--- config.mk ---
export PLATFORM = sky130hd
export DESIGN_NAME = tone_gen_status_registers
export DESIGN_NICKNAME = d
export VERILOG_FILES = /design/src/core/tgs_pkg.sv /design/src/core/tgs_byte_if.sv /design/src/core/tgs_serial_shifter.sv /design/src/core/tone_gen_status_registers.sv
export SDC_FILE = /design/constraint.sdc
export NUM_CORES = 1
export LEC_CHECK = 0
export BUFFER_PORTS_ARGS = -buffer_cell sky130_fd_sc_hd__buf_2
export CORE_MARGIN = 2
export CORE_UTILIZATION = 35
export CTS_BUF_LIST = sky130_fd_sc_hd__clkbuf_8
export CTS_CLUSTER_SIZE = 30
export DETAILED_ROUTE_END_ITERATION = 8
export SETUP_SLACK_MARGIN = 0.2
export SYNTH_ARGS = -nofsm -noshare
export SYNTH_HDL_FRONTEND = slang
export SYNTH_HIERARCHICAL = 1
export SYNTH_SLANG_ARGS = --single-unit
--- constraint.sdc ---
create_clock -name sys_clk -period 2.7 [get_ports sys_clk]
set_input_delay 0.405 -clock sys_clk [delete_from_list [all_inputs] [get_ports sys_clk]]
set_output_delay 0.405 -clock sys_clk [all_outputs]
set_load 0.005 [all_outputs]
--- src/core/tgs_pkg.sv ---
// shared constants and types of the tone generator status bank
package tgs_pkg;
   // ------------------------------------------------------------
   // command codes
   // ------------------------------------------------------------
   localparam logic [7:0] CMD_GENERAL_RESET = 8'h01;
   localparam logic [7:0] CMD_WRITE_CONTROL = 8'h30;
   localparam logic [7:0] CMD_READ_STATUS   = 8'h31;
   localparam logic [7:0] CMD_WRITE_NOTONE  = 8'h33;
   localparam logic [7:0] CMD_TONE_ONE      = 8'h34;
   localparam logic [7:0] CMD_TONE_TWO      = 8'h35;
   localparam logic [7:0] CMD_WRITE_GPTIMER = 8'h36;

   // ------------------------------------------------------------
   // field layouts
   // ------------------------------------------------------------
   localparam int BYTE_W       = 8;
   localparam int WORD_W       = 16;
   localparam int FREQ_W       = 13;
   localparam int BIT_BIAS     = 13;
   localparam int BIT_SQUARE   = 14;
   localparam int CTL_GP_IE    = 6;
   localparam int CTL_DEC_IE   = 5;
   localparam int ST_MEASURE   = 0;
   localparam int ST_NOTONE    = 1;
   localparam int ST_GPTIMER   = 2;
   localparam int ST_LOGIC_IN  = 3;
   localparam int BIT_CNT_W    = 3;
   localparam logic [BIT_CNT_W-1:0] LAST_BIT = 3'h7;

   localparam logic [WORD_W-1:0] TONE_RESET = 16'h0000;
   localparam logic [FREQ_W-1:0] FREQ_ZERO  = 13'h0000;
   localparam logic [2:0]        FLAGS_RESET = 3'h0;
   localparam logic [1:0]        ENABLES_RESET = 2'h0;

   // ------------------------------------------------------------
   // frame states and output forms
   // ------------------------------------------------------------
   typedef enum logic [1:0] {
      FR_COMMAND = 2'b00,
      FR_DATA_HI = 2'b01,
      FR_DATA_LO = 2'b10,
      FR_IGNORE  = 2'b11
   } tgs_frame_t;

   typedef enum logic [1:0] {
      CUE_NEG_SUPPLY = 2'b00,
      CUE_BIAS       = 2'b01,
      CUE_SQUARE     = 2'b10,
      CUE_SINE       = 2'b11
   } tgs_cue_t;
endpackage

--- src/core/tgs_byte_if.sv ---
// byte level carrier between serial shifter and command decoder
`timescale 1ns/1ps
interface tgs_byte_if;
   logic       rxStrobe;
   logic [7:0] rxByte;
   logic       frameActive;
   logic       loadReply;
   logic [7:0] replyByte;

   modport shifter (output rxStrobe, output rxByte, output frameActive,
                    input loadReply, input replyByte);
   modport decoder (input rxStrobe, input rxByte, input frameActive,
                    output loadReply, output replyByte);
endinterface

--- src/core/tgs_serial_shifter.sv ---
// serial command bus shifter: bytes in and reply out, msb first
`timescale 1ns/1ps
module tgs_serial_shifter
   import tgs_pkg::*;
(
   input  wire logic       sys_clk,
   input  wire logic       rst,
   input  wire logic       busSelect_n,
   input  wire logic       busClk,
   input  wire logic       cmdData,
   output      logic       replyData,
   tgs_byte_if.shifter     bus
);
   logic                 busClk_q;
   logic [BIT_CNT_W-1:0] bitCnt_q;
   logic [7:0]           rxShift_q;
   logic [7:0]           txShift_q;
   logic                 rise;
   logic                 fall;

   assign rise = busClk & ~busClk_q & ~busSelect_n;
   assign fall = ~busClk & busClk_q & ~busSelect_n;
   assign bus.frameActive = ~busSelect_n;
   assign bus.rxByte = rxShift_q;
   assign replyData = txShift_q[BYTE_W-1];

   always_ff @(posedge sys_clk) begin
      if (rst) busClk_q <= 1'b0;
      else     busClk_q <= busClk;
   end

   // ------------------------------------------------------------
   // receive: sample on rising clock, msb first
   // ------------------------------------------------------------
   always_ff @(posedge sys_clk) begin
      if (rst || busSelect_n) begin
         bitCnt_q     <= '0;
         rxShift_q    <= 8'h00;
         bus.rxStrobe <= 1'b0;
      end else begin
         bus.rxStrobe <= rise && (bitCnt_q == LAST_BIT);
         if (rise) begin
            rxShift_q <= {rxShift_q[BYTE_W-2:0], cmdData};
            bitCnt_q  <= bitCnt_q + 3'h1;
         end
      end
   end

   // ------------------------------------------------------------
   // reply: change on falling clock, msb first
   // ------------------------------------------------------------
   always_ff @(posedge sys_clk) begin
      if (rst)                txShift_q <= 8'h00;
      else if (bus.loadReply) txShift_q <= bus.replyByte;
      else if (fall)          txShift_q <= {txShift_q[BYTE_W-2:0], 1'b0};
   end
endmodule // tgs_serial_shifter

--- src/core/tone_gen_status_registers.sv ---
// status flags and tone generator command registers behind the serial bus
// How it works
// - interrupt line reports enabled status flags
// - flags set regardless of interrupt enables
// - bit2 timer flag; clears read/write/reset
// - bit1 no-tone flag; clears read/write/reset
// - bit0 set on measurement complete
// - bit0 clears only on read/reset
// - timer interrupts need matching enable
// - code 34 writes tone one word
// - code 35 writes tone two word
// - bit 13 holds output at bias
// - tone two bit 14: square/sine
// - tone two powersave drives negative supply
// - both powersaved: summing amplifier powersaved
// - code 31 answers one status byte
// - decoder enable gates bits 1,0; transmit bit 2
`timescale 1ns/1ps
module tone_gen_status_registers
   import tgs_pkg::*;
(
   input  wire logic              sys_clk,
   input  wire logic              rst,
   input  wire logic              busSelect_n,
   input  wire logic              busClk,
   input  wire logic              cmdData,
   output      logic              replyData,
   output      logic              irq_n,
   input  wire logic              gpTimerExpired,
   input  wire logic              notoneExpired,
   input  wire logic              measureDone,
   input  wire logic              logicInput,
   output      logic              generalReset,
   output      logic              notoneWrite,
   output      logic              gpTimerWrite,
   output      logic [7:0]        controlByte,
   output      logic [FREQ_W-1:0] toneOneFreq,
   output      logic              toneOneBiasHold,
   output      logic              toneOnePowersave,
   output      logic [FREQ_W-1:0] toneTwoFreq,
   output      logic              toneTwoBiasHold,
   output      logic              toneTwoPowersave,
   output      tgs_cue_t          calibrationCueOutput,
   output      logic              summingPowersave
);
   tgs_byte_if  bif ();

   tgs_frame_t  frame_q;
   logic [7:0]  cmd_q;
   logic [7:0]  dataHi_q;
   logic [WORD_W-1:0] toneOne_q;
   logic [WORD_W-1:0] toneTwo_q;
   logic [2:0]  flags_q;
   logic [1:0]  enables_q;
   logic        cmdStrobe;
   logic        wordStrobe;
   logic        statusRead;
   logic [7:0]  statusByte;
   logic [2:0]  flagSet;
   logic [2:0]  flagClear;
   logic        timerIrq;
   logic        decoderIrq;

   function automatic logic isPowersave(input logic [WORD_W-1:0] w);
      return w[FREQ_W-1:0] == FREQ_ZERO;
   endfunction

   // ------------------------------------------------------------
   // serial shifter and its byte carrier
   // ------------------------------------------------------------
   tgs_serial_shifter u_shifter (
      .sys_clk     (sys_clk),
      .rst         (rst),
      .busSelect_n (busSelect_n),
      .busClk      (busClk),
      .cmdData     (cmdData),
      .replyData   (replyData),
      .bus         (bif.shifter)
   );

   // ------------------------------------------------------------
   // frame decode
   // ------------------------------------------------------------
   assign cmdStrobe  = bif.rxStrobe && frame_q == FR_COMMAND;
   assign wordStrobe = bif.rxStrobe && frame_q == FR_DATA_LO;
   assign statusRead = cmdStrobe && bif.rxByte == CMD_READ_STATUS;
   assign bif.loadReply = statusRead;
   assign bif.replyByte = statusByte;

   always_ff @(posedge sys_clk) begin
      if (rst || !bif.frameActive) begin
         frame_q <= FR_COMMAND;
      end else if (bif.rxStrobe) begin
         case (frame_q)
            FR_COMMAND: begin
               if (bif.rxByte == CMD_TONE_ONE || bif.rxByte == CMD_TONE_TWO)
                  frame_q <= FR_DATA_HI;
               else
                  frame_q <= FR_IGNORE;
            end
            FR_DATA_HI: frame_q <= FR_DATA_LO;
            FR_DATA_LO: frame_q <= FR_IGNORE;
            FR_IGNORE:  frame_q <= FR_IGNORE;
            default:    frame_q <= FR_COMMAND;
         endcase
      end
   end

   always_ff @(posedge sys_clk) begin
      if (rst) begin
         cmd_q    <= 8'h00;
         dataHi_q <= 8'h00;
      end else if (cmdStrobe) begin
         cmd_q <= bif.rxByte;
      end else if (bif.rxStrobe && frame_q == FR_DATA_HI) begin
         dataHi_q <= bif.rxByte;
      end
   end

   // ------------------------------------------------------------
   // strobes toward the rest of the device
   // ------------------------------------------------------------
   always_ff @(posedge sys_clk) begin
      if (rst) begin
         generalReset <= 1'b0;
         notoneWrite  <= 1'b0;
         gpTimerWrite <= 1'b0;
      end else begin
         generalReset <= cmdStrobe && bif.rxByte == CMD_GENERAL_RESET;
         notoneWrite  <= bif.rxStrobe && frame_q == FR_IGNORE
                         && cmd_q == CMD_WRITE_NOTONE;
         gpTimerWrite <= bif.rxStrobe && frame_q == FR_IGNORE
                         && cmd_q == CMD_WRITE_GPTIMER;
      end
   end

   // ------------------------------------------------------------
   // control byte: every data byte after its command loads it, last one kept
   // ------------------------------------------------------------
   always_ff @(posedge sys_clk) begin
      if (rst || generalReset) begin
         controlByte <= 8'h00;
         enables_q   <= ENABLES_RESET;
      end else if (bif.rxStrobe && frame_q == FR_IGNORE && cmd_q == CMD_WRITE_CONTROL) begin
         controlByte <= bif.rxByte;
         enables_q   <= {bif.rxByte[CTL_GP_IE], bif.rxByte[CTL_DEC_IE]};
      end
   end

   // ------------------------------------------------------------
   // tone generator command words
   // ------------------------------------------------------------
   always_ff @(posedge sys_clk) begin
      if (rst || generalReset) begin
         toneOne_q <= TONE_RESET;
         toneTwo_q <= TONE_RESET;
      end else if (wordStrobe) begin
         if (cmd_q == CMD_TONE_ONE) toneOne_q <= {dataHi_q, bif.rxByte};
         if (cmd_q == CMD_TONE_TWO) toneTwo_q <= {dataHi_q, bif.rxByte};
      end
   end

   // ------------------------------------------------------------
   // generator frequency, bias hold and powersave decode
   // ------------------------------------------------------------
   assign toneOneFreq      = toneOne_q[FREQ_W-1:0];
   assign toneTwoFreq      = toneTwo_q[FREQ_W-1:0];
   assign toneOneBiasHold  = toneOne_q[BIT_BIAS];
   assign toneTwoBiasHold  = toneTwo_q[BIT_BIAS];
   assign toneOnePowersave = isPowersave(toneOne_q);
   assign toneTwoPowersave = isPowersave(toneTwo_q);
   assign summingPowersave = toneOnePowersave && toneTwoPowersave;

   // ------------------------------------------------------------
   // calibration/cue output form, powersave first
   // ------------------------------------------------------------
   always_comb begin
      if (toneTwoPowersave)
         calibrationCueOutput = CUE_NEG_SUPPLY;
      else if (toneTwo_q[BIT_BIAS])
         calibrationCueOutput = CUE_BIAS;
      else if (toneTwo_q[BIT_SQUARE])
         calibrationCueOutput = CUE_SQUARE;
      else
         calibrationCueOutput = CUE_SINE;
   end

   // ------------------------------------------------------------
   // status flags: set wins over clear
   // ------------------------------------------------------------
   assign flagSet[ST_GPTIMER]   = gpTimerExpired;
   assign flagSet[ST_NOTONE]    = notoneExpired;
   assign flagSet[ST_MEASURE]   = measureDone;
   assign flagClear[ST_GPTIMER] = statusRead || gpTimerWrite || generalReset;
   assign flagClear[ST_NOTONE]  = statusRead || notoneWrite || generalReset;
   assign flagClear[ST_MEASURE] = statusRead || generalReset;

   for (genvar f = 0; f < $bits(flags_q); f++) begin : g_flag
      always_ff @(posedge sys_clk) begin
         if (rst) begin
            flags_q[f] <= FLAGS_RESET[f];
         end else if (flagSet[f]) begin
            flags_q[f] <= 1'b1;
         end else if (flagClear[f]) begin
            flags_q[f] <= 1'b0;
         end
      end
   end

   // ------------------------------------------------------------
   // status reply byte
   // ------------------------------------------------------------
   assign statusByte = {4'h0, logicInput, flags_q};

   // ------------------------------------------------------------
   // interrupt request: transmit enable high bit, decoder low bit
   // ------------------------------------------------------------
   assign timerIrq   = flags_q[ST_GPTIMER] && enables_q[1];
   assign decoderIrq = (flags_q[ST_NOTONE] || flags_q[ST_MEASURE]) && enables_q[0];
   assign irq_n      = !(timerIrq || decoderIrq);
endmodule // tone_gen_status_registers

==> summary.txt <==
Net count, final = 412
Leading cell types by total area after synthesis = sky130_fd_sc_hd__dfxtp_1 (47%), sky130_fd_sc_hd__mux2i_1 (15%), sky130_fd_sc_hd__nand2_1 (8.9%)
Overall via count from detail_route = 2518
Worst hold path cell count = 3
Standard-cell row count = 36
Total of hold buffers inserted after clock tree synthesis = 0
Die height = 103 um
Critical path class = flop to flop
Area grow syn2layout = 14.0%
Delay-heaviest family, CP = simple AND/OR/NAND/NOR gates
Final Non-Filler Cells = 538
Proportion of layout cells with a drive suffix above 1 = 23.0%
H-tree depth = 3
WL/cell = 13.5 um
IO Pins = 55
CTS clk-pin slew, worst paths = 80 ps
TritonCTS clock tree = built
Share of synthesized registers carrying an async set or reset = 0%
Number of global-route vias before repair = 2393
Cells along the critical path = or3b_1 -> or2_4 -> nor3_2 -> buf_4 -> a21oi_1 -> a221oi_2
Number of clock sinks = 81
Root buffer cell = sky130_fd_sc_hd__clkbuf_8
Count of cells along the worst register-to-register path = 6
Post-CTS Resized = 0
Length of the first detailed-routing pass in iterations = 4
Gr ovfl total = 0
Port Buffer Count = 54
Worst-Skew Late Latency = 350 ps
Slew Limit Fails = 0
Area share of the largest cell type after synthesis = 46.8%
End point of the most critical hold path = bif.replyByte[2]
Synth warnings = 6
ANT nets after route = 0
Reg2reg start = u_shifter/bus.rxStrobe
Worst Path Max Fanout = 16
Detailed-route vias per instance = 4.68
Critical Path AT = 2320 ps
Wirelength, routed = 7260 um
Most common cell after layout, fill and taps aside = sky130_fd_sc_hd__nand2_1
Final number of hold-violating endpoints = 0
Run status = complete, no violations
Endpoint class of the critical path = flop
Placed Cells = 523
Largest area contributor in the synthesized netlist = sky130_fd_sc_hd__dfxtp_1
Top library cells by usage in the layout, fill and taps aside = sky130_fd_sc_hd__nand2_1 (82), sky130_fd_sc_hd__dfxtp_1 (81), sky130_fd_sc_hd__buf_2 (54)
Unrepaired setup endpoints after global routing = no
Peak clock frequency supported by timing = 488 MHz
First-pass GRT wire length = 11700 um
Tightest Pin Transition = 624 ps
Leakage = 1.82 nW
Post-DP HPWL = 5170 um
Sort of element at the start of the critical path = flop
GPL Wtd Cong = 0.846
Worst reg2reg path endpoint = u_shifter/txShift_q[7]
Mapped Cells = 361
Longest individual stage delay on the worst path = 520 ps
Final TNS setup = 0 ps
Required time of the critical path = 2970 ps
MaxCap Viol Count = 0
Register-to-register path setup slack = 650 ps
Number of antenna violations at the first check in global routing = 0
Bufs and invs on worst path = 1
Number of enable flip-flop cells after synthesis = 0
Kind of path behind the tightest hold check = input port to flop
Drt first-iter violations = 105
Placed cell areas = 3740 um2
Clock Skew = 9.86 ps
FF+latch count, synth = 81
Startpoint of the most critical hold path = gpTimerExpired
GR Util All Layers = 14.3%
Floorplan die width = 103 um
Shortest clock period the worst path allows after layout = 2050 ps
Number of diodes added for antenna fixing = 0
Number of buffers created by CTS = 9
Dominant synthesized flop cell = sky130_fd_sc_hd__dfxtp_1
Final period util = 75.9%
Maximum number of pins on one net before global-route repair = 33
Netlist Area Pre-Place = 3460 um2
Worst slew margin relative to its limit = 58.2%
Post-CTS Repair Setup Buffers = 0
Die area = 10700 um2
Mean instance size in the synthesized netlist = 9.59 um2
PwrDens = 560 nW/um2
Seq/Total Area, Yosys = 46.8%
Maximum buffer depth of the clock tree = 2
Maximum ir drop on the vdd rail = 0.220 mV
Total setup violations reported at the end of the flow = 0
Crit-path slowest cell = sky130_fd_sc_hd__or3b_1
Placeable core area = 9680 um2
Initial Util = 35.7%
Yosys cell types = 45
Remaining routing DRC violations = 0
Design Area, Final = 3950 um2
-- layout make-up --
type	count	area, um2
fillers	949	5740
inverters	13	48.8
well taps	133	166
flip-flops and latches	81	1620
clock inverters	6	83.8
clock buffers	9	124
multi-input cells	238	1600
repair buffers	58	300
-- metrics by stage --
step	utilization, %	hold WS, ps	setup slack (ps)	power (mW)
floorplan	-	434	660	1.28
global placement	38.6	440	746	1.30
detailed placement	38.6	444	664	1.30
CTS	40.7	286	616	2.23
global route	40.7	299	523	2.28
finish	40.7	293	651	2.21
-- state kept, by name, summed over array words and instances (netlist names), 3 cells and up --
signal,cells
cmd_q,8
toneOne_q,14
bif.replyByte,3
u_shifter/txShift_q,8
toneTwo_q,15
controlByte,8
u_shifter/bus.rxByte,8
dataHi_q,7
u_shifter/bitCnt_q,3
-- report_power, final --
part,internal (mW),leakage (nW),switching (mW),total (mW)
Sequential,1.20,0.654,0.00595,1.21
Combinational,0.0190,1.06,0.0459,0.0649
Clock,0.512,0.109,0.427,0.939
-- synthesized netlist by cell type, types with 2 or more instances --
| master | n |
|---|---|
| sky130_fd_sc_hd__nand3b_1 | 2 |
| sky130_fd_sc_hd__nor4_1 | 4 |
| sky130_fd_sc_hd__and4_1 | 2 |
| sky130_fd_sc_hd__a21oi_1 | 21 |
| sky130_fd_sc_hd__and2b_1 | 2 |
| sky130_fd_sc_hd__nand2_1 | 82 |
| sky130_fd_sc_hd__and4bb_2 | 2 |
| sky130_fd_sc_hd__or3b_1 | 2 |
| sky130_fd_sc_hd__o32ai_1 | 3 |
| sky130_fd_sc_hd__nor3_1 | 3 |
| sky130_fd_sc_hd__clkbuf_1 | 6 |
| sky130_fd_sc_hd__buf_6 | 3 |
| sky130_fd_sc_hd__buf_4 | 16 |
| sky130_fd_sc_hd__dfxtp_1 | 81 |
| sky130_fd_sc_hd__nor3b_1 | 3 |
| sky130_fd_sc_hd__buf_2 | 5 |
| sky130_fd_sc_hd__mux2i_1 | 52 |
| sky130_fd_sc_hd__inv_1 | 13 |
| sky130_fd_sc_hd__nor3_2 | 2 |
| sky130_fd_sc_hd__a221oi_2 | 7 |
| sky130_fd_sc_hd__nand2b_1 | 4 |
| sky130_fd_sc_hd__nor2b_1 | 2 |
| sky130_fd_sc_hd__nor2_1 | 21 |
| sky130_fd_sc_hd__ha_1 | 2 |
-- metal layers --
layer	vias to the layer above	global-route usage [%]	wire (um)
met4	0	6.48	132
met2	42	22.1	3290
met1	1183	19.0	3630
li1	1284	-	-
met3	9	3.09	211
met5	-	0	0
-- cells by family after synthesis --
family | after synthesis | synth area share, %
multiplexers | 52 | 15.0
AO/OA/AOI/OAI | 34 | 7.48
adder cells (fa/ha/maj) | 2 | 0.723
buffers and inverters | 45 | 7.48
flip-flops | 81 | 46.8
other | 1 | 0.108
AND/OR/NAND/NOR | 145 | 22.1
XOR/XNOR | 1 | 0.253
-- worst max path at each step --
stage                     depth (start not counted)                    start                endpoint
after floorplan                                   7  u_shifter/bus.rxByte[3]  u_shifter/txShift_q[6]
after global placement                            6   u_shifter/bus.rxStrobe  u_shifter/txShift_q[5]
after detailed placement                          6   u_shifter/bus.rxStrobe  u_shifter/txShift_q[7]
after CTS                                         4             toneOne_q[0]        summingPowersave
after global routing                              6   u_shifter/bus.rxStrobe  u_shifter/txShift_q[7]
final                                             6   u_shifter/bus.rxStrobe  u_shifter/txShift_q[7]
-- worst register-to-register path, cell delays in order (launching register included) --
cell                       delay [ps]
sky130_fd_sc_hd__dfxtp_1          390
sky130_fd_sc_hd__or3b_1           520
sky130_fd_sc_hd__or2_4            320
sky130_fd_sc_hd__nor3_2           150
sky130_fd_sc_hd__buf_4            250
sky130_fd_sc_hd__a21oi_1           80
sky130_fd_sc_hd__a221oi_2         250
Power figures use the tool's default switching activity.
